<file path="src/include/edge_hold_pkg.sv">
// Shared constants and types for the edge, hold, counter and timer logic cell
package edge_hold_pkg;
    // ========================================
    // Widths
    localparam int ADDR_W = 3;
    localparam int DATA_W = 16;
    localparam int SEL_W = 8;
    // ========================================
    // Selection codes
    localparam logic [7:0] SEL_RISE = 8'h46;
    localparam logic [7:0] SEL_RISE_OFFD = 8'h48;
    localparam logic [7:0] SEL_RISE_ONE = 8'h49;
    localparam logic [7:0] SEL_FALL = 8'h50;
    localparam logic [7:0] SEL_FALL_OFFD = 8'h52;
    localparam logic [7:0] SEL_FALL_ONE = 8'h53;
    localparam logic [7:0] SEL_BOTH = 8'h5a;
    localparam logic [7:0] SEL_BOTH_OFFD = 8'h5c;
    localparam logic [7:0] SEL_BOTH_ONE = 8'h5d;
    localparam logic [7:0] SEL_HOLD = 8'h64;
    localparam logic [7:0] SEL_HOLD_ON = 8'h65;
    localparam logic [7:0] SEL_HOLD_OFF = 8'h66;
    localparam logic [7:0] SEL_HOLD_ONE = 8'h67;
    localparam logic [7:0] SEL_HOLD_RETRIG = 8'h68;
    localparam logic [7:0] SEL_HOLD_TRAIN = 8'h69;
    localparam logic [7:0] SEL_UP = 8'h6e;
    localparam logic [7:0] SEL_DOWN = 8'h78;
    localparam logic [7:0] SEL_TIMER = 8'h82;
    // ========================================
    // Register addresses
    localparam logic [2:0] REG_SEL = 3'h0;
    localparam logic [2:0] REG_PERIOD = 3'h1;
    localparam logic [2:0] REG_TARGET = 3'h2;
    localparam logic [2:0] REG_START = 3'h3;
    localparam logic [2:0] REG_COUNT = 3'h4;
    localparam logic [2:0] REG_STATUS = 3'h5;
    // ========================================
    // Reset values and status bits
    localparam logic [7:0] SEL_RST = 8'h00;
    localparam logic [15:0] PERIOD_RST = 16'h000a;
    localparam logic [15:0] TARGET_RST = 16'h000a;
    localparam logic [15:0] START_RST = 16'h000a;
    localparam int STAT_OUT_BIT = 0;
    localparam int STAT_HELD_BIT = 1;
    localparam int STAT_SUPP_BIT = 2;
    // ========================================
    // Timing
    localparam int CLK_MHZ = 20;
    localparam int TICK_US = 1000;
    localparam int TICK_CYCLES = TICK_US * CLK_MHZ;
    localparam int EDGE_PULSE_MS = 5;
    localparam logic [15:0] EDGE_PULSE_TICKS = 16'(EDGE_PULSE_MS * 1000 / TICK_US);
    // ========================================
    // Timer stage behaviours
    typedef enum logic [5:0] {
        STG_THRU = 6'h01,
        STG_ON_DLY = 6'h02,
        STG_OFF_DLY = 6'h04,
        STG_ONE = 6'h08,
        STG_RETRIG = 6'h10,
        STG_TRAIN = 6'h20
    } stage_mode_type;
endpackage

</file>
<file path="src/hw/tick_base.sv">
// Free running time base that pulses once per tick period
`timescale 1ns/1ns
module tick_base #(
    parameter int CYCLES = 20000
) (
    // Clock and reset
    input wire logic clk,
    input wire logic nrst,
    input wire logic en,
    // Tick
    output logic tick
);
    localparam int CW = (CYCLES > 1) ? $clog2(CYCLES) : 1;
    localparam logic [CW-1:0] LAST = CW'(CYCLES - 1);
    logic [CW-1:0] cnt_ff;
    logic [CW-1:0] nxt_cnt;
    logic tick_ff;
    logic nxt_tick;

    if (CYCLES < 2) begin : g_chk
        $error("tick_base needs at least two cycles per tick");
    end

    always_comb begin
        nxt_cnt = (cnt_ff == LAST) ? '0 : cnt_ff + CW'(1);
        nxt_tick = (cnt_ff == LAST);
    end

    always_ff @(posedge clk or negedge nrst) begin
        if (!nrst) begin
            cnt_ff <= '0;
            tick_ff <= 1'b0;
        end else if (en) begin
            cnt_ff <= nxt_cnt;
            tick_ff <= nxt_tick;
        end
    end

    assign tick = tick_ff & en;

    property p_tick_gap;
        @(posedge clk) disable iff (!nrst || !en) tick |=> !tick;
    endproperty
    a_tick_gap: assert property (p_tick_gap) else $error("tick lasted two cycles");
endmodule

</file>
<file path="src/hw/timer_stage.sv">
// Timer stage: through, on-delay, off-delay, one-shot, restartable pulse, pulse train
`timescale 1ns/1ns
module timer_stage #(
    parameter int PERIOD_W = 16
) (
    // Clock and reset
    input wire logic clk,
    input wire logic nrst,
    input wire logic en,
    // Control
    input wire logic tick,
    input wire logic clear,
    input wire edge_hold_pkg::stage_mode_type mode,
    input wire logic [PERIOD_W-1:0] period,
    // Data
    input wire logic din,
    output logic dout
);
    logic [PERIOD_W-1:0] cnt_ff, nxt_cnt;
    logic q_ff, nxt_q, prev_ff, nxt_prev, phase_ff, nxt_phase;
    logic rise, reached, step;

    if (PERIOD_W < 1) begin : g_chk
        $error("timer_stage period width must be positive");
    end

    always_comb begin
        rise = din & ~prev_ff;
        reached = (cnt_ff >= period);
        step = tick & ~reached;
        nxt_prev = din;
        nxt_cnt = step ? cnt_ff + PERIOD_W'(1) : cnt_ff;
        nxt_q = q_ff;
        nxt_phase = phase_ff;
        case (mode)
            edge_hold_pkg::STG_THRU: begin
                nxt_q = din;
                nxt_cnt = '0;
            end
            edge_hold_pkg::STG_ON_DLY: begin
                nxt_q = din & reached;
                if (!din) nxt_cnt = '0;
            end
            edge_hold_pkg::STG_OFF_DLY: begin
                if (din) begin
                    nxt_q = 1'b1;
                    nxt_cnt = '0;
                end else if (!q_ff) begin
                    nxt_cnt = '0;
                end else if (reached) begin
                    nxt_q = 1'b0;
                end
            end
            edge_hold_pkg::STG_ONE, edge_hold_pkg::STG_RETRIG: begin
                if (rise && (!q_ff || mode == edge_hold_pkg::STG_RETRIG)) begin
                    nxt_q = 1'b1;
                    nxt_cnt = '0;
                end else if (q_ff && reached) begin
                    nxt_q = 1'b0;
                end
            end
            edge_hold_pkg::STG_TRAIN: begin
                if (!din) begin
                    nxt_phase = 1'b0;
                    nxt_cnt = '0;
                end else if (reached) begin
                    nxt_phase = ~phase_ff;
                    nxt_cnt = '0;
                end
                nxt_q = din & ~nxt_phase;
            end
            default: begin
                nxt_q = 1'b0;
                nxt_cnt = '0;
            end
        endcase
        if (clear) begin
            nxt_q = 1'b0;
            nxt_cnt = '0;
            nxt_phase = 1'b0;
        end
    end

    always_ff @(posedge clk or negedge nrst) begin
        if (!nrst) begin
            cnt_ff <= '0;
            q_ff <= 1'b0;
            prev_ff <= 1'b0;
            phase_ff <= 1'b0;
        end else if (en) begin
            cnt_ff <= nxt_cnt;
            q_ff <= nxt_q;
            prev_ff <= nxt_prev;
            phase_ff <= nxt_phase;
        end
    end

    assign dout = q_ff;

    property p_retrig;
        @(posedge clk) disable iff (!nrst || !en)
            (mode == edge_hold_pkg::STG_RETRIG && rise && !clear) |=> (q_ff && cnt_ff == '0);
    endproperty
    a_retrig: assert property (p_retrig) else $error("restartable pulse did not restart");

    property p_on_dly_drop;
        @(posedge clk) disable iff (!nrst || !en)
            (mode == edge_hold_pkg::STG_ON_DLY && !din) |=> !q_ff;
    endproperty
    a_on_dly_drop: assert property (p_on_dly_drop) else $error("on-delay output stayed on");
endmodule

</file>
<file path="src/hw/edge_hold_count_logic_cell.sv">
// Configurable logic cell: edge detectors, hold, counters and resettable timer
//
// The address-and-strobe port and the placing of the registers were decided locally.
`timescale 1ns/1ns
module edge_hold_count_logic_cell #(
    parameter int TICK_CYCLES = edge_hold_pkg::TICK_CYCLES,
    parameter int COUNT_W = 16
) (
    // Clock, reset and enable
    input wire logic clk,
    input wire logic nrst,
    input wire logic en,
    // Register port
    input wire logic [edge_hold_pkg::ADDR_W-1:0] addr,
    input wire logic [edge_hold_pkg::DATA_W-1:0] wr_data,
    input wire logic wr,
    input wire logic rd,
    output logic [edge_hold_pkg::DATA_W-1:0] rd_data,
    // Cell inputs
    input wire logic data_in,
    input wire logic hold_in,
    input wire logic count_in,
    input wire logic reset_in,
    // Cell output
    output logic cell_out
);
    localparam int DW = edge_hold_pkg::DATA_W;
    localparam logic [COUNT_W-1:0] CNT_MAX = '1;

    if (COUNT_W < 1 || COUNT_W > DW) begin : g_chk
        $error("count width must lie between 1 and the data width");
    end

    // ========================================
    // Registers
    logic [edge_hold_pkg::SEL_W-1:0] sel_ff, nxt_sel;
    logic [DW-1:0] period_ff, nxt_period;
    logic [COUNT_W-1:0] target_ff, nxt_target;
    logic [COUNT_W-1:0] start_ff, nxt_start;
    logic [DW-1:0] rd_data_ff, nxt_rd_data;

    // ========================================
    // Cell state
    logic data_prev_ff, nxt_data_prev;
    logic count_prev_ff, nxt_count_prev;
    logic held_ff, nxt_held;
    logic [COUNT_W-1:0] count_ff, nxt_count;
    logic cell_out_ff, nxt_cell_out;

    // ========================================
    // Decode
    logic tick;
    logic rise_ev, fall_ev, cnt_rise, hold_val;
    logic supported, is_up, is_down, is_timer;
    logic stg_in, stg_clear, stg_q;
    logic [DW-1:0] stg_period;
    edge_hold_pkg::stage_mode_type stg_mode;

    tick_base #(
        .CYCLES(TICK_CYCLES)
    ) u_tick (
        .clk(clk),
        .nrst(nrst),
        .en(en),
        .tick(tick)
    );

    always_comb begin
        rise_ev = data_in & ~data_prev_ff;
        fall_ev = ~data_in & data_prev_ff;
        cnt_rise = count_in & ~count_prev_ff;
        hold_val = hold_in ? held_ff : data_in;
        is_up = (sel_ff == edge_hold_pkg::SEL_UP);
        is_down = (sel_ff == edge_hold_pkg::SEL_DOWN);
        is_timer = (sel_ff == edge_hold_pkg::SEL_TIMER);
        supported = 1'b1;
        stg_mode = edge_hold_pkg::STG_THRU;
        stg_in = 1'b0;
        stg_period = period_ff;
        case (sel_ff)
            edge_hold_pkg::SEL_RISE: begin
                stg_mode = edge_hold_pkg::STG_RETRIG;
                stg_in = rise_ev;
                stg_period = edge_hold_pkg::EDGE_PULSE_TICKS;
            end
            edge_hold_pkg::SEL_FALL: begin
                stg_mode = edge_hold_pkg::STG_RETRIG;
                stg_in = fall_ev;
                stg_period = edge_hold_pkg::EDGE_PULSE_TICKS;
            end
            edge_hold_pkg::SEL_BOTH: begin
                stg_mode = edge_hold_pkg::STG_RETRIG;
                stg_in = rise_ev | fall_ev;
                stg_period = edge_hold_pkg::EDGE_PULSE_TICKS;
            end
            edge_hold_pkg::SEL_RISE_OFFD: begin
                stg_mode = edge_hold_pkg::STG_OFF_DLY;
                stg_in = rise_ev;
            end
            edge_hold_pkg::SEL_FALL_OFFD: begin
                stg_mode = edge_hold_pkg::STG_OFF_DLY;
                stg_in = fall_ev;
            end
            edge_hold_pkg::SEL_BOTH_OFFD: begin
                stg_mode = edge_hold_pkg::STG_OFF_DLY;
                stg_in = rise_ev | fall_ev;
            end
            edge_hold_pkg::SEL_RISE_ONE: begin
                stg_mode = edge_hold_pkg::STG_ONE;
                stg_in = rise_ev;
            end
            edge_hold_pkg::SEL_FALL_ONE: begin
                stg_mode = edge_hold_pkg::STG_ONE;
                stg_in = fall_ev;
            end
            edge_hold_pkg::SEL_BOTH_ONE: begin
                stg_mode = edge_hold_pkg::STG_ONE;
                stg_in = rise_ev | fall_ev;
            end
            edge_hold_pkg::SEL_HOLD: begin
                stg_mode = edge_hold_pkg::STG_THRU;
                stg_in = hold_val;
            end
            edge_hold_pkg::SEL_HOLD_ON: begin
                stg_mode = edge_hold_pkg::STG_ON_DLY;
                stg_in = hold_val;
            end
            edge_hold_pkg::SEL_HOLD_OFF: begin
                stg_mode = edge_hold_pkg::STG_OFF_DLY;
                stg_in = hold_val;
            end
            edge_hold_pkg::SEL_HOLD_ONE: begin
                stg_mode = edge_hold_pkg::STG_ONE;
                stg_in = hold_val;
            end
            edge_hold_pkg::SEL_HOLD_RETRIG: begin
                stg_mode = edge_hold_pkg::STG_RETRIG;
                stg_in = hold_val;
            end
            edge_hold_pkg::SEL_HOLD_TRAIN: begin
                stg_mode = edge_hold_pkg::STG_TRAIN;
                stg_in = hold_val;
            end
            edge_hold_pkg::SEL_TIMER: begin
                stg_mode = edge_hold_pkg::STG_ONE;
                stg_in = data_in;
            end
            edge_hold_pkg::SEL_UP, edge_hold_pkg::SEL_DOWN: begin
                stg_mode = edge_hold_pkg::STG_THRU;
            end
            default: begin
                supported = 1'b0;
            end
        endcase
        stg_clear = ~supported | is_up | is_down | (is_timer & reset_in);
    end

    timer_stage #(
        .PERIOD_W(DW)
    ) u_stage (
        .clk(clk),
        .nrst(nrst),
        .en(en),
        .tick(tick),
        .clear(stg_clear),
        .mode(stg_mode),
        .period(stg_period),
        .din(stg_in),
        .dout(stg_q)
    );

    // ========================================
    // Cell next state
    always_comb begin
        nxt_data_prev = data_in;
        nxt_count_prev = count_in;
        nxt_held = hold_in ? held_ff : data_in;
        nxt_count = '0;
        if (is_up) begin
            if (reset_in) begin
                nxt_count = '0;
            end else if (cnt_rise && count_ff != CNT_MAX) begin
                nxt_count = count_ff + COUNT_W'(1);
            end else begin
                nxt_count = count_ff;
            end
        end else if (is_down) begin
            if (reset_in) begin
                nxt_count = start_ff;
            end else if (cnt_rise && count_ff != '0) begin
                nxt_count = count_ff - COUNT_W'(1);
            end else begin
                nxt_count = count_ff;
            end
        end
        if (is_up) begin
            nxt_cell_out = (count_ff >= target_ff);
        end else if (is_down) begin
            nxt_cell_out = (count_ff == '0);
        end else begin
            nxt_cell_out = supported & stg_q;
        end
    end

    // ========================================
    // Register port next state
    always_comb begin
        nxt_sel = sel_ff;
        nxt_period = period_ff;
        nxt_target = target_ff;
        nxt_start = start_ff;
        nxt_rd_data = '0;
        if (wr) begin
            case (addr)
                edge_hold_pkg::REG_SEL: nxt_sel = wr_data[edge_hold_pkg::SEL_W-1:0];
                edge_hold_pkg::REG_PERIOD: nxt_period = wr_data;
                edge_hold_pkg::REG_TARGET: nxt_target = wr_data[COUNT_W-1:0];
                edge_hold_pkg::REG_START: nxt_start = wr_data[COUNT_W-1:0];
                default: nxt_sel = sel_ff;
            endcase
        end
        if (rd) begin
            case (addr)
                edge_hold_pkg::REG_SEL: nxt_rd_data = DW'(sel_ff);
                edge_hold_pkg::REG_PERIOD: nxt_rd_data = period_ff;
                edge_hold_pkg::REG_TARGET: nxt_rd_data = DW'(target_ff);
                edge_hold_pkg::REG_START: nxt_rd_data = DW'(start_ff);
                edge_hold_pkg::REG_COUNT: nxt_rd_data = DW'(count_ff);
                edge_hold_pkg::REG_STATUS: begin
                    nxt_rd_data[edge_hold_pkg::STAT_OUT_BIT] = cell_out_ff;
                    nxt_rd_data[edge_hold_pkg::STAT_HELD_BIT] = held_ff;
                    nxt_rd_data[edge_hold_pkg::STAT_SUPP_BIT] = supported;
                end
                default: nxt_rd_data = '0;
            endcase
        end
    end

    // ========================================
    // Flip-flops
    always_ff @(posedge clk or negedge nrst) begin
        if (!nrst) begin
            sel_ff <= edge_hold_pkg::SEL_RST;
            period_ff <= edge_hold_pkg::PERIOD_RST;
            target_ff <= COUNT_W'(edge_hold_pkg::TARGET_RST);
            start_ff <= COUNT_W'(edge_hold_pkg::START_RST);
            rd_data_ff <= '0;
            data_prev_ff <= 1'b0;
            count_prev_ff <= 1'b0;
            held_ff <= 1'b0;
            count_ff <= '0;
            cell_out_ff <= 1'b0;
        end else if (en) begin
            sel_ff <= nxt_sel;
            period_ff <= nxt_period;
            target_ff <= nxt_target;
            start_ff <= nxt_start;
            rd_data_ff <= nxt_rd_data;
            data_prev_ff <= nxt_data_prev;
            count_prev_ff <= nxt_count_prev;
            held_ff <= nxt_held;
            count_ff <= nxt_count;
            cell_out_ff <= nxt_cell_out;
        end
    end

    assign rd_data = rd_data_ff;
    assign cell_out = cell_out_ff;

    // ========================================
    // Checks
    property p_rise_on;
        @(posedge clk) disable iff (!nrst || !en)
            (sel_ff == edge_hold_pkg::SEL_RISE && rise_ev && !wr) |-> ##2 cell_out_ff;
    endproperty
    a_rise_on: assert property (p_rise_on) else $error("rising edge gave no pulse");

    property p_up_inc;
        @(posedge clk) disable iff (!nrst || !en)
            (is_up && cnt_rise && !reset_in && count_ff != CNT_MAX && !wr)
            |=> count_ff == $past(count_ff) + COUNT_W'(1);
    endproperty
    a_up_inc: assert property (p_up_inc) else $error("up count did not step by one");

    property p_up_hit;
        @(posedge clk) disable iff (!nrst || !en)
            (is_up && count_ff >= target_ff) |=> cell_out_ff;
    endproperty
    a_up_hit: assert property (p_up_hit) else $error("target reached but output off");

    property p_up_rst;
        @(posedge clk) disable iff (!nrst || !en)
            (is_up && reset_in && !wr) |=> count_ff == '0;
    endproperty
    a_up_rst: assert property (p_up_rst) else $error("up reset did not clear");

    property p_down_dec;
        @(posedge clk) disable iff (!nrst || !en)
            (is_down && cnt_rise && !reset_in && count_ff != '0 && !wr)
            |=> count_ff == $past(count_ff) - COUNT_W'(1);
    endproperty
    a_down_dec: assert property (p_down_dec) else $error("down count did not step by one");

    property p_down_hit;
        @(posedge clk) disable iff (!nrst || !en)
            (is_down && count_ff == '0) |=> cell_out_ff;
    endproperty
    a_down_hit: assert property (p_down_hit) else $error("zero reached but output off");

    property p_down_rst;
        @(posedge clk) disable iff (!nrst || !en)
            (is_down && reset_in && !wr) |=> count_ff == $past(start_ff);
    endproperty
    a_down_rst: assert property (p_down_rst) else $error("down reset did not reload");

    property p_hold;
        @(posedge clk) disable iff (!nrst || !en)
            (sel_ff == edge_hold_pkg::SEL_HOLD && hold_in && !wr) |-> ##2 cell_out_ff == $past(held_ff, 2);
    endproperty
    a_hold: assert property (p_hold) else $error("held value not shown");

    property p_timer_rst;
        @(posedge clk) disable iff (!nrst || !en)
            (is_timer && reset_in && !wr) |-> ##2 !cell_out_ff;
    endproperty
    a_timer_rst: assert property (p_timer_rst) else $error("timer reset left output on");

    property p_unsup;
        @(posedge clk) disable iff (!nrst || !en)
            (!supported && !wr) |=> (!cell_out_ff && count_ff == '0);
    endproperty
    a_unsup: assert property (p_unsup) else $error("unknown code left output or count");
endmodule

</file>
<file path="config.mk">
export PLATFORM = sky130hd
export DESIGN_NAME = edge_hold_count_logic_cell
export DESIGN_NICKNAME = d
export VERILOG_FILES = /design/src/include/edge_hold_pkg.sv /design/src/hw/tick_base.sv /design/src/hw/timer_stage.sv /design/src/hw/edge_hold_count_logic_cell.sv
export SDC_FILE = /design/constraint.sdc
export NUM_CORES = 1
export LEC_CHECK = 0
export ABC_AREA = 1
export BUFFER_PORTS_ARGS = -buffer_cell sky130_fd_sc_hd__buf_2
export CAP_MARGIN = 20
export CORE_MARGIN = 2
export CORE_UTILIZATION = 35
export DETAILED_ROUTE_END_ITERATION = 12
export GPL_TIMING_DRIVEN = 0
export SLEW_MARGIN = 20
export SYNTH_ARGS = -nofsm -noshare
export SYNTH_HDL_FRONTEND = slang
export SYNTH_HIERARCHICAL = 1
export SYNTH_SLANG_ARGS = --single-unit
</file>
<file path="constraint.sdc">
create_clock -name clk -period 3.2 [get_ports clk]
set_input_delay 0.48 -clock clk [delete_from_list [all_inputs] [get_ports clk]]
set_output_delay 0.48 -clock clk [all_outputs]
set_load 0.01 [all_outputs]
</file>
Word-level counts from Yosys, hierarchy flattened
Cells that the tools add are included.

storage, ports and cells
  flip-flop bits (word level) = 127
  logic and storage cells = 143
  output and inout port bits = 17
  input bits = 28

cells by class
  reductions and logical operators = 27
  bitwise operators = 22
  muxes and demuxes = 38
  equality and inequality tests = 34
  magnitude comparators = 2
  add/subtract/negate cells = 4

operator list
  cell                                                number
  2-to-1 mux 16 bit                                   16
  == test 8 x 7 -> 1 bit, second input constant       17
  case mux 13 bit (5 select lines)                    1
  case mux 16 bit (4 select lines)                    1
  adder 16 x 1 -> 16 bit, second input constant       2
  >= comparator 16 bit                                2
  case mux 6 bit (5 select lines)                     1
  case mux 3 bit (6 select lines)                     1
  OR reduction 18 bit                                 1
  zero test 16 bit                                    1
  != test 16 bit, second input constant               1
  nonzero test 16 bit                                 1
  subtractor 16 x 1 -> 16 bit, second input constant  1
  adder 15 x 1 -> 15 bit, second input constant       1
  == test 15 bit, second input constant               1
  2-to-1 mux 1 bit                                    15
  2-to-1 mux 15 bit                                   1
  AND reduction 3 bit                                 5
  OR reduction 3 bit                                  4
  bitwise AND 1 bit                                   10
  case mux 1 bit (5 select lines)                     2
  == test 8 bit, second input constant                1
  inverter 1 bit                                      8
  OR reduction 4 bit                                  2
  other kinds (22)                                    31

Depth between registers and ports, before layout
Gate-level depths: netlist of run 1.

  word-level depth = 11
  gate-level depth with buffers = 27

Hierarchy
The synthesis of run 1 kept the hierarchy.

modules (own cells, without submodules)
  module                      cells each  seq. area each (um^2)  area each (um^2)  times used
  edge_hold_count_logic_cell  867         2309.7                 6082.1            1
  timer_stage                 273         475.5                  1949.4            1
  tick_base                   154         400.4                  1043.5            1

Least setup slack after synthesis of run 1
No wires, ideal clock.

  path kind = register to register
  from = reg sel_ff[7] in the netlist's numbering
  to = reg u_stage.cnt_ff[12]
  arrival = 2.728 ns
  period minus slack after synthesis = 2.841 ns
  library setup time = 0.113 ns
  cell stages (with the launch flop) = 27
  setup slack = 0.359 ns
  path through = dfrtp_1 inv_1 nand2_2 nor2_1 inv_2 nor2_1 nor2_1 inv_1 buf_2 nor2_1 inv_1 ha_1 nand2_1 inv_1 nand2_1 nand2_1 nor2_1 nand2_1 nand2_4 nand3_4 buf_6 nor2_8 nand4_2 nand2_1 nand2_1 nand2_1 inv_1

between the ends
  longest elaborated chain between the ends = 11

RTL lines
  what                                         RTL line                              source
  start, declared                              edge_hold_count_logic_cell.sv:36      logic [edge_hold_pkg::SEL_W-1:0] sel_ff, nxt_sel;
  start signal, assigned                       edge_hold_count_logic_cell.sv:243     sel_ff <= edge_hold_pkg::SEL_RST;
  start signal, assigned                       edge_hold_count_logic_cell.sv:254     sel_ff <= nxt_sel;
  == test 8 x 7 -> 1 bit                       edge_hold_count_logic_cell.sv:80      case (sel_ff)
  OR reduction 3 bit (no line) (*)             n/a
  2-to-1 mux 16 bit (*)                        edge_hold_count_logic_cell.sv:80
  named net stg_period[7]                      edge_hold_count_logic_cell.sv:56      logic [DW-1:0] stg_period;
  >= comparator 16 bit (*)                     timer_stage.sv:29                     reached = (cnt_ff >= period);
  inverter 1 bit                               timer_stage.sv:30                     step = tick & ~reached;
  bitwise AND 1 bit                            timer_stage.sv:30
  2-to-1 mux 16 bit                            timer_stage.sv:32                     nxt_cnt = step ? cnt_ff + PERIOD_W'(1) : cnt_ff;
  2-to-1 mux 16 bit, on equally long branches  timer_stage.sv:66, timer_stage.sv:48
  2-to-1 mux 16 bit, on equally long branches  timer_stage.sv:63, timer_stage.sv:45
  case mux 16 bit (4 select lines) (*)         timer_stage.sv:35                     case (mode)
  2-to-1 mux 16 bit (*)                        timer_stage.sv:77                     if (clear) begin
  end signal, assigned                         timer_stage.sv:91                     cnt_ff <= nxt_cnt;
  end, declared                                timer_stage.sv:19                     logic [PERIOD_W-1:0] cnt_ff, nxt_cnt;

Mark *: on every way through the listed nets, which the timed path passes. The rest lies on a longest branch.
A chain may end at the register's enable or synchronous reset.

Worst setup path after layout of run 1
  from = reg sel_ff[3] in the netlist's numbering
  to = reg u_stage.cnt_ff[12]

Same word-level chain as after synthesis.

==> reports/results.tsv, run 1 <==
metric	value	unit
core_area	25300	µm²
p_leak	0.00540	µW
crit_slowest_cell	dfrtp_1	
yosysSeqAreaShare	35.1	%
ys_ff_latch	127	
crit_type	reg2reg	
numCtsBuffers	17	
layout-drive-gt1-share	15.1	%
postRouteAntennaNets	0	
hp-class	in2reg	
cts.path.max_buffers	2	
worstMarginPinSlew	0.723	ns
seq_area	3190	µm²
maxSlewViolCount	0	
cp.required	3.52	ns
grt_max_degree	91	
synth_area_leaders	dfrtp_1, nand2_1, inv_1, o21ai_0, ha_1	
clk_pin_slew_worst_paths	0.06	ns
fmax	327	MHz
drt_iter0_markers	905	
wl	26400	µm
grt_util_all_layers	19.9	%
crit_path_start_kind	register	
clk_latency	0.43	ns
syn_nets	1361	
outcome	completed	
finalSetupViolCount	0	
cts_root_buf	clkbuf_16	
antenna_cells	0	
placed_cell_area	9740	µm²
start_util	35.8	%
yosysTopAreaCell	dfrtp_1	
grt_first_pass_wirelength	42000	µm
htreeDepth	4	
nets	1429	
dieArea	27200	µm²
wl_met2	11200	µm
path_max_fanout	10	
critPathMaxStageDelay	0.40	ns
reg2reg_slack	0.14	ns
hpwl	20100	µm
gr-total-overflow	0	
die_x	165	µm
row_count	58	
vias	8634	
p_per_area	500	nW/µm²
clkSinkCount	127	
cts_tree	built	
rsz0062_at_grt	yes	
hold_viol	0	
worstSetupEndpointType	register	
maxUsedRoutingLayer	met4	
fin_crit	3.06	ns
period_share	95.6	%
multi_input_area	4910	µm²
n_fill_cell	2620	
area_growth	15.5	%
port_buffers	43	
met3_length	1910	µm
synthCells	1294	
skew	0.0129	ns
fin_util	41.4	%
max-slew-margin-rel	51.8	%
die-height	165	µm
first_global_vias	7922	
yosysWarnings	6	
drt-met1-wl	13000	µm
place.gp.congestion	0.929	
cp.arrival	3.38	ns
synthFlopType	dfrtp_1	
vias_per_cell	5.06	
drv_cap	0	
peakVddDrop	0.390	mV
synth_edf_count	0	
drc	0	
p_total	5240	µW
final_area	10500	µm²
antenna_found_initial	0	
ys_types	51	
post_drt_wl_per_cell	15.5	µm
synth_top_area_share	33.4	%
syn_area_per_cell	7.01	µm²
setup_tns	0	ns
dr.pass1.iters	5	
io_pins	45	
path_common_cell	nand2_1	
ys_async_sr_fraction	100	%
synthesis.area	9070	µm²
hold_slack	0.289	ns
power breakdown:
| part | switching [µW] | internal (µW) | leakage (µW) |
|---|---|---|---|
| Combinational | 671 | 354 | 0.00343 |
| Sequential | 192 | 1820 | 0.00165 |
| Clock | 808 | 1400 | 0.000319 |
| Total | 1670 | 3570 | 0.00540 |
cell type report:
cell class	instances	area share, %
Clock inverter	15	2.22
Inverter	214	7.71
Tap cell	330	3.94
Sequential cell	127	30.4
Buffer	36	1.99
Timing Repair Buffer	49	2.79
Multi-Input combinational cell	917	46.9
Clock buffer	17	4.06
layout by cell type (no fill, tap or decap), types with 17 or more instances in the layout:
| cell type | n |
|---|---|
| clkbuf_16 | 17 |
| nand4_1 | 17 |
| dfrtp_1 | 120 |
| o21ai_0 | 110 |
| o22ai_1 | 29 |
| nand2_2 | 24 |
| xor2_1 | 18 |
| nand2_1 | 340 |
| clkbuf_1 | 18 |
| nand3_1 | 75 |
| a21oi_1 | 35 |
| inv_1 | 194 |
| nor2_1 | 114 |
| buf_2 | 52 |
| ha_1 | 39 |
through the flow:
step           instances  setup WS (ns)
2_1_floorplan       1294          0.359
3_3_place_gp        1667         -0.214
3_5_place_dp        1668         -0.148
4_1_cts             1701         0.0303
5_1_grt             1705        -0.0963
6_report            1705          0.142
synthesized netlist by cell type, types with 3 or more instances:
cell	count
nand2_1	341
inv_1	195
dfrtp_1	121
nor2_1	117
o21ai_0	110
nand3_1	75
ha_1	39
a21oi_1	35
o22ai_1	29
nand2_2	24
clkbuf_1	18
xor2_1	18
nand4_1	17
inv_2	15
nor3_1	15
nor2_2	13
buf_2	11
o22ai_2	9
a221oi_1	8
o21ai_1	8
nor2_4	7
dfstp_2	6
a211oi_1	5
o211ai_1	5
buf_6	4
nand2_4	4
nand3_2	4
nor2_8	3
nor4_1	3
o21ai_2	3
o31ai_1	3
critical path, delay by kind of cell, from the launching register on:
family	cells	cell delay [ns]
flip-flops	1	0.40
AND/OR/NAND/NOR	17	1.49
buffers and inverters	8	0.73
adder cells (fa/ha/maj)	1	0.31
state kept, by name, indices dropped and copies added, names as in the netlist:
| name | cells |
|---|---|
| cell_out | 1 |
| count_ff | 16 |
| count_prev_ff | 1 |
| data_prev_ff | 1 |
| held_ff | 1 |
| period_ff | 16 |
| rd_data | 16 |
| sel_ff | 8 |
| start_ff | 16 |
| target_ff | 16 |
| u_stage/cnt_ff | 16 |
| u_stage/dout | 1 |
| u_stage/phase_ff | 1 |
| u_stage/prev_ff | 1 |
| u_tick/cnt_ff | 15 |
| u_tick/tick_ff | 1 |
kinds of logic (layout without fill, tap and decap cells):
family                   Yosys count  after routing  synth area share, %
flip-flops                       127            127                 35.1
AO/OA/AOI/OAI                    223            223                 14.7
adder cells (fa/ha/maj)           39             39                 5.38
buffers and inverters            250            331                 11.1
AND/OR/NAND/NOR                  636            636                 31.9
XOR/XNOR                          19             19                 1.83
metal layers:
layer  GRT usage [%]  vias up
li1                -     4305
met1            29.3     4035
met2            29.8      273
met3            4.04       21
met4            4.43        0
met5               0        -
path summary, 6_finish.rpt:
check                           start                 end  cells past startpoint
setup / recovery            sel_ff[3]  u_stage/cnt_ff[12]                     26
hold / removal               count_in       count_prev_ff                      3
setup reg to reg            sel_ff[3]  u_stage/cnt_ff[12]                     26
hold reg to reg            rd_data[3]          rd_data[3]                      2
max in group asynchronous        nrst           sel_ff[5]                      3
min in group asynchronous        nrst        count_ff[11]                      2
timing repair:
action	in CTS	in global routing
pin swaps	0	1
buffers inserted	0	4
resized for setup	4	8
hold buffers	1	0
hold endpoints to repair	37	0
setup endpoints to repair	17	17
No activity file was read; power rests on OpenSTA's default activity.
==> inputs of run 2 (changes only) <==
--- a/config.mk
+++ b/config.mk
@@ -5,7 +5,6 @@
 export SDC_FILE = /design/constraint.sdc
 export NUM_CORES = 1
 export LEC_CHECK = 0
-export ABC_AREA = 1
 export BUFFER_PORTS_ARGS = -buffer_cell sky130_fd_sc_hd__buf_2
 export CAP_MARGIN = 20
 export CORE_MARGIN = 2
==> run 2 against run 1 <==
  * The flow now finishes with violations (setup timing)
  * Flip-flop and latch count stayed put
  * Hold slack lost 0.00097 ns
  * Global-route usage up 0.53 points
  * Sequential share of layout area decreased by 0.66 points
  * Clock skew is 0.00059 ns lower
  * Critical path type unchanged
  * Largest cell class unchanged
==> reports/results.tsv, run 2 <==
metric	value	unit	change
path_max_fanout	6		was 10
worstMarginPinSlew	1.02	ns	was 0.723 ns
vias	7734		was 8634
synth.most_common_cell	dfrtp_1		was nand2_1
clkSinkCount	127		unchanged
layout-drive-gt1-share	26.2	%	was 15.1%
synthTopCellsByCount	dfrtp_1, nand2_1, nor2_1, o21ai_0, mux2_2		was nand2_1, inv_1, dfrtp_1, nor2_1, o21ai_0
dr.pass1.iters	5		unchanged
hpwl	18900	µm	was 20100 µm
hp-class	in2reg		unchanged
setup_tns	-2.32	ns	was 0 ns
io_pins	45		unchanged
area_growth	23.3	%	was 15.5%
crit_chain	or4b_4 > nand2b_4 > buf_8 > buf_6 > and2_4 > inv_2 > ha_4 > nand4_1 > nor4_2 > o21ai_1 > nand4bb_1 > buf_6 > o221a_4 > buf_4 > o31ai_2 > a21bo_2		
hold_slack	0.288	ns	was 0.289 ns
vias_per_cell	5.54		was 5.06
cts_root_buf	clkbuf_16		unchanged
drt_iter0_markers	550		was 905
path_common_cell	buf_6		was nand2_1
gr-total-overflow	0		unchanged
grt_max_degree	70		was 91
clkPwrFrac	37.2	%	was 42.1%
skew	0.0123	ns	was 0.0129 ns
grt_util_all_layers	20.4	%	was 19.9%
critPathMaxStageDelay	0.57	ns	was 0.40 ns
antenna_cells	0		unchanged
fin_crit	3.40	ns	was 3.06 ns
p_leak	0.00451	µW	was 0.00540 µW
peakVddDrop	0.337	mV	was 0.390 mV
worstSetupEndpointType	register		unchanged
nets	1127		was 1429
syn_nets	1024		was 1361
fin_ws	-0.196	ns	was 0.142 ns
synth_edf_count	0		unchanged
failed_checks	setup timing		
crit_slowest_cell	or4b_4		was dfrtp_1
yosysTopAreaCell	dfrtp_1		unchanged
core_area	24400	µm²	was 25300 µm²
cp.required	3.57	ns	was 3.52 ns
crit_path_start_kind	register		unchanged
fmax	294	MHz	was 327 MHz
dieArea	26100	µm²	was 27200 µm²
die_x	162	µm	was 165 µm
outcome	finished with violations		was completed
synthCells	957		was 1294
period_share	106	%	was 95.6%
die-height	162	µm	was 165 µm
yosysWarnings	6		unchanged
post_drt_wl_per_cell	18.8	µm	was 15.5 µm
drv_cap	0		unchanged
final_common_cell	dfrtp_1		was nand2_1
rsz0062_at_grt	yes		unchanged
crit_type	reg2reg		unchanged
wl	26200	µm	was 26400 µm
switchingPower	1770	µW	was 1670 µW
hold_viol	0		unchanged
place.gp.congestion	0.925		was 0.929
seqPwrFrac	37.0	%	was 38.4%
synthesis.area	8700	µm²	was 9070 µm²
finalSetupViolCount	18		was 0
cp.arrival	3.77	ns	was 3.38 ns
p_int	3820	µW	was 3570 µW
ys_ff_latch	127		unchanged
numCtsBuffers	17		unchanged
maxSlewViolCount	0		unchanged
cts_tree	built		unchanged
synth_top_area_share	34.8	%	was 33.4%
max-slew-margin-rel	32.0	%	was 51.8%
row_count	57		was 58
grt_first_pass_wirelength	42000	µm	about the same
postRouteAntennaNets	0		unchanged
ys_async_sr_fraction	100	%	unchanged
path_delay_family	simple AND/OR/NAND/NOR gates		unchanged
antenna_found_initial	0		unchanged
final_cell_mix	dfrtp_1, nand2_1, nor2_1, buf_2, o21ai_0		was nand2_1, inv_1, dfrtp_1, nor2_1, o21ai_0
start_util	35.7	%	was 35.8%
yosysSeqAreaShare	36.6	%	was 35.1%
synthFlopType	dfrtp_1		unchanged
cts.path.max_buffers	2		unchanged
clk_pin_slew_worst_paths	0.06	ns	about the same
ys_types	87		was 51
first_global_vias	7526		was 7922
finalNonFillerCells	1397		was 1705
htreeDepth	4		unchanged
swShare	31.7	%	was 31.9%
syn_area_per_cell	9.09	µm²	was 7.01 µm²
timing.critical_path.buf_inv	5		was 8
p_per_area	522	nW/µm²	was 500 nW/µm²
placedCellCount	1325		was 1668
clk_latency	0.43	ns	about the same
drc	0		unchanged
synth_area_leaders	dfrtp_1, mux2_2, ha_1, nand2_1, o21ai_0		was dfrtp_1, nand2_1, inv_1, o21ai_0, ha_1
p_comb_share	25.8	%	was 19.6%
port_buffers	43		unchanged
==> run 2: per-stage QoR <==
stage	total power, µW	area [µm²]	worst slack, ns	util (%)
2_1_floorplan	2890	8740	0.00464	-
4_1_cts	5500	10400	-0.232	42.8
5_1_grt	5870	10700	-0.321	43.9
3_5_place_dp	3300	9400	-0.800	38.5
6_report	5590	10700	-0.196	43.9
3_3_place_gp	3260	9360	-0.781	38.4
==> run 2: routing by layer <==
| layer | routed length, µm | share of wire, % | global-route usage [%] |
|---|---|---|---|
| met2 | 13000 | 50 | 34.1 |
| met3 | 1150 | 4.4 | 3.57 |
| met4 | 365 | 1.4 | 4.83 |
| met5 | 0 | 0 | 0 |
| met1 | 11700 | 45 | 27.5 |
==> run 2: power by group through the flow <==
stage | Sequential [µW] | Clock [µW] | Combinational, µW
global placement | 2070 | 0 | 1190
global route | 2090 | 2190 | 1590
floorplan | 2000 | 0 | 899
CTS | 2060 | 2110 | 1330
detailed placement | 2080 | 0 | 1220
finish | 2070 | 2080 | 1440
==> run 2: path summary, 6_finish.rpt <==
kind / startpoint / depth (start not counted) / slack, ns / endpoint
setup / recovery: sel_ff[7] / 16 / -0.20 / u_stage/cnt_ff[0]
hold / removal: wr_data[9] / 3 / 0.29 / target_ff[9]
setup reg to reg: sel_ff[7] / 16 / -0.20 / u_stage/cnt_ff[0]
hold reg to reg: rd_data[15] / 1 / 0.48 / rd_data[15]
max in group asynchronous: nrst / 3 / 1.88 / sel_ff[7]
min in group asynchronous: nrst / 2 / 0.57 / u_tick/cnt_ff[12]
==> run 2: cell families (layout without fill, tap and decap cells) <==
family,Yosys count,after routing,share of synthesized area (%)
XOR/XNOR,28,28,2.82
multiplexers,61,61,8.59
AO/OA/AOI/OAI,250,250,19.5
adder cells (fa/ha/maj),39,39,5.61
flip-flops,127,127,36.6
AND/OR/NAND/NOR,340,340,21.4
buffers and inverters,112,228,5.50
==> run 2: repair_timing <==
item,CTS,global route
pin swaps,27,25
endpoints found under the hold margin,7,0
resized for setup,58,43
gates cloned,2,0
setup endpoints to repair,18,18
hold buffers,1,0
setup buffers,23,15
==> run 2: worst register-to-register path, stage by stage (launching register included) <==
cell and delay (ns):
dfrtp_2 0.45, or4b_4 0.57, nand2b_4 0.18, buf_8 0.13
buf_6 0.11, and2_4 0.15, inv_2 0.05, ha_4 0.19
nand4_1 0.13, nor4_2 0.05, o21ai_1 0.10, nand4bb_1 0.15
buf_6 0.17, o221a_4 0.29, buf_4 0.14, o31ai_2 0.30
a21bo_2 0.18
==> run 2: area by class of cell <==
type	instances	area, µm²
clock buffer	18	429
inverter	49	186
clock inverter	14	191
sequential	127	3190
timing repair buffer	85	598
buffer	62	352
tap	324	405
multi-input combinational	718	5370
fill	2383	13700
==> inputs of run 3 (changes only) <==
--- a/config.mk
+++ b/config.mk
@@ -11,6 +11,7 @@
 export CORE_UTILIZATION = 35
 export DETAILED_ROUTE_END_ITERATION = 12
 export GPL_TIMING_DRIVEN = 0
+export PLACE_DENSITY = 0.58
 export SLEW_MARGIN = 20
 export SYNTH_ARGS = -nofsm -noshare
 export SYNTH_HDL_FRONTEND = slang
==> run 3 against run 2 <==
  * The flow still finishes with violations (setup timing)
  * Final cell count down 0.64%
  * Sequential power barely moved
  * Count of clock-buffer cells in the layout grew 1
  * Hold slack worse by 0.25 ns
  * Die area unchanged
  * Utilization is 0.78 points lower
  * Non-clock buffer count down 9
  * Power fell by 4.6%
  * Register-to-register slack worse by 0.05 ns
  * Sequential share of layout area increased by 0.53 points
  * Combinational power down 3%
  * Worst setup slack worse by 0.051 ns
==> reports/results.tsv, run 3 (synthesized netlist as in run 2, its figures left out) <==
metric	value	unit	change
drt_iter0_markers	647		was 550
grt_first_pass_wirelength	41800	µm	was 42000 µm
path_max_fanout	7		was 6
seq_area	3190	µm²	about the same
worstSetupEndpointType	register		unchanged
io_pins	45		unchanged
crit_path_start_kind	register		unchanged
place.gp.congestion	0.853		was 0.925
final_area	10500	µm²	was 10700 µm²
vias	7636		was 7734
placed_cell_area	9400	µm²	unchanged
maxSlewViolCount	0		unchanged
outcome	finished with violations		unchanged
clk_pin_slew_worst_paths	0.07	ns	was 0.06 ns
clkSinkCount	127		unchanged
core_area	24400	µm²	unchanged
cts_root_buf	clkbuf_16		unchanged
gr-total-overflow	0		unchanged
max-slew-margin-rel	28.0	%	was 32.0%
fin_ws	-0.247	ns	was -0.196 ns
failed_checks	setup timing		unchanged
nets	1118		was 1127
port_buffers	43		unchanged
rsz0062_at_grt	yes		unchanged
die-height	162	µm	unchanged
p_leak	0.00444	µW	was 0.00451 µW
drv_cap	0		unchanged
reg2regPathDepth	14		was 16
period_share	108	%	was 106%
hpwl	19000	µm	was 18900 µm
die_x	162	µm	unchanged
final_cell_mix	dfrtp_1, nand2_1, nor2_1, buf_2, o21ai_0		unchanged
peakVddDrop	0.368	mV	was 0.337 mV
fmax	290	MHz	was 294 MHz
numCtsBuffers	17		unchanged
layout-drive-gt1-share	24.9	%	was 26.2%
grt_max_degree	81		was 70
drc	0		unchanged
n_fill_cell	2418		was 2383
crit_type	reg2reg		unchanged
row_count	57		unchanged
antenna_cells	0		unchanged
finalSetupViolCount	18		unchanged
cp.required	3.55	ns	was 3.57 ns
vias_per_cell	5.50		was 5.54
htreeDepth	4		unchanged
dieArea	26100	µm²	unchanged
skew	0.00924	ns	was 0.0123 ns
multi_input_area	5340	µm²	was 5370 µm²
cts_tree	built		unchanged
p_per_area	507	nW/µm²	was 522 nW/µm²
cts.path.max_buffers	2		unchanged
final_common_cell	dfrtp_1		unchanged
area_growth	21.1	%	was 23.3%
wl	26300	µm	was 26200 µm
antenna_found_initial	0		unchanged
cp.arrival	3.79	ns	was 3.77 ns
postRouteAntennaNets	0		unchanged
setup_tns	-3.29	ns	was -2.32 ns
place_ws	-0.859	ns	was -0.800 ns
grt_util_all_layers	20.4	%	about the same
fin_crit	3.45	ns	was 3.40 ns
first_global_vias	7430		was 7526
hp-class	in2async		was in2reg
worstMarginPinSlew	1.08	ns	was 1.02 ns
start_util	35.7	%	unchanged
hold_viol	0		unchanged
clk_latency	0.43	ns	about the same
post_drt_wl_per_cell	18.9	µm	was 18.8 µm
dr.pass1.iters	5		unchanged
run 3: cell types whose count changed in the layout (fill, tap and decap cells not counted), moves of 3 or more:
cell | previous run | this run
inv_6 | 1 | 5
bufinv_16 | 4 | 0
o21ai_1 | 18 | 15
buf_4 | 33 | 27
run 3: worst max-delay path, stage by stage (launching register included):
cell	delay, ns
dfrtp_2	0.45
or4b_4	0.57
buf_6	0.14
or3_1	0.32
a21oi_2	0.16
nor3_2	0.08
nor3b_4	0.18
nor3_4	0.23
buf_6	0.14
nand2_4	0.06
a211oi_4	0.29
o211ai_4	0.16
buf_4	0.18
a211o_2	0.30
a31oi_1	0.12
run 3: timing repair:
item,in CTS,in global routing
resized for setup,44,38
setup endpoints to repair,18,18
hold buffers,0,0
pin swaps,21,29
setup buffers,18,9
cloned,4,2
run 3: final cells by class:
| class | count | area share, % |
|---|---|---|
| Clock inverter | 13 | 0.998 |
| Buffer | 61 | 3.16 |
| Tap cell | 324 | 3.85 |
| Sequential cell | 127 | 30.3 |
| Timing Repair Buffer | 77 | 4.96 |
| Inverter | 49 | 1.77 |
| Multi-Input combinational cell | 718 | 50.7 |
| Clock buffer | 19 | 4.30 |
run 3: worst paths after layout:
check	from	endpoint	slack (ns)
max in group asynchronous	nrst	period_ff[12]	2.46
min in group clk	count_in	count_prev_ff	0.28
worst max-delay path	sel_ff[7]	u_stage/cnt_ff[4]	-0.25
worst max register to register	sel_ff[7]	u_stage/cnt_ff[4]	-0.25
worst min register to register	rd_data[12]	rd_data[12]	0.48
worst min-delay path	nrst	u_tick/cnt_ff[13]	0.04
run 3: layer usage:
layer | GRT usage [%] | up-vias | routed length (µm)
met5 | 0 | - | 0
met4 | 5.51 | 0 | 504
li1 | - | 3697 | -
met2 | 34.0 | 192 | 12600
met3 | 4.01 | 30 | 1150
met1 | 27.1 | 3717 | 12100
run 3: per-stage QoR:
stage | std cells | utilization [%] | total power [µW] | hold slack, ns
after floorplan | 957 | - | 2890 | 0.184
after global placement | 1324 | 38.4 | 3260 | 0.469
after detailed placement | 1325 | 38.5 | 3290 | 0.475
after CTS | 1378 | 42.2 | 5280 | 0.0602
after global routing | 1388 | 43.2 | 5610 | 0.0837
final | 1388 | 43.2 | 5340 | 0.0388
run 3: where the power goes:
part           internal [µW]  switching (µW)  total (µW)
registers               1840             233        2070
clock network           1040             830        1870
logic                    643             746        1390
total                   3530            1810        5340
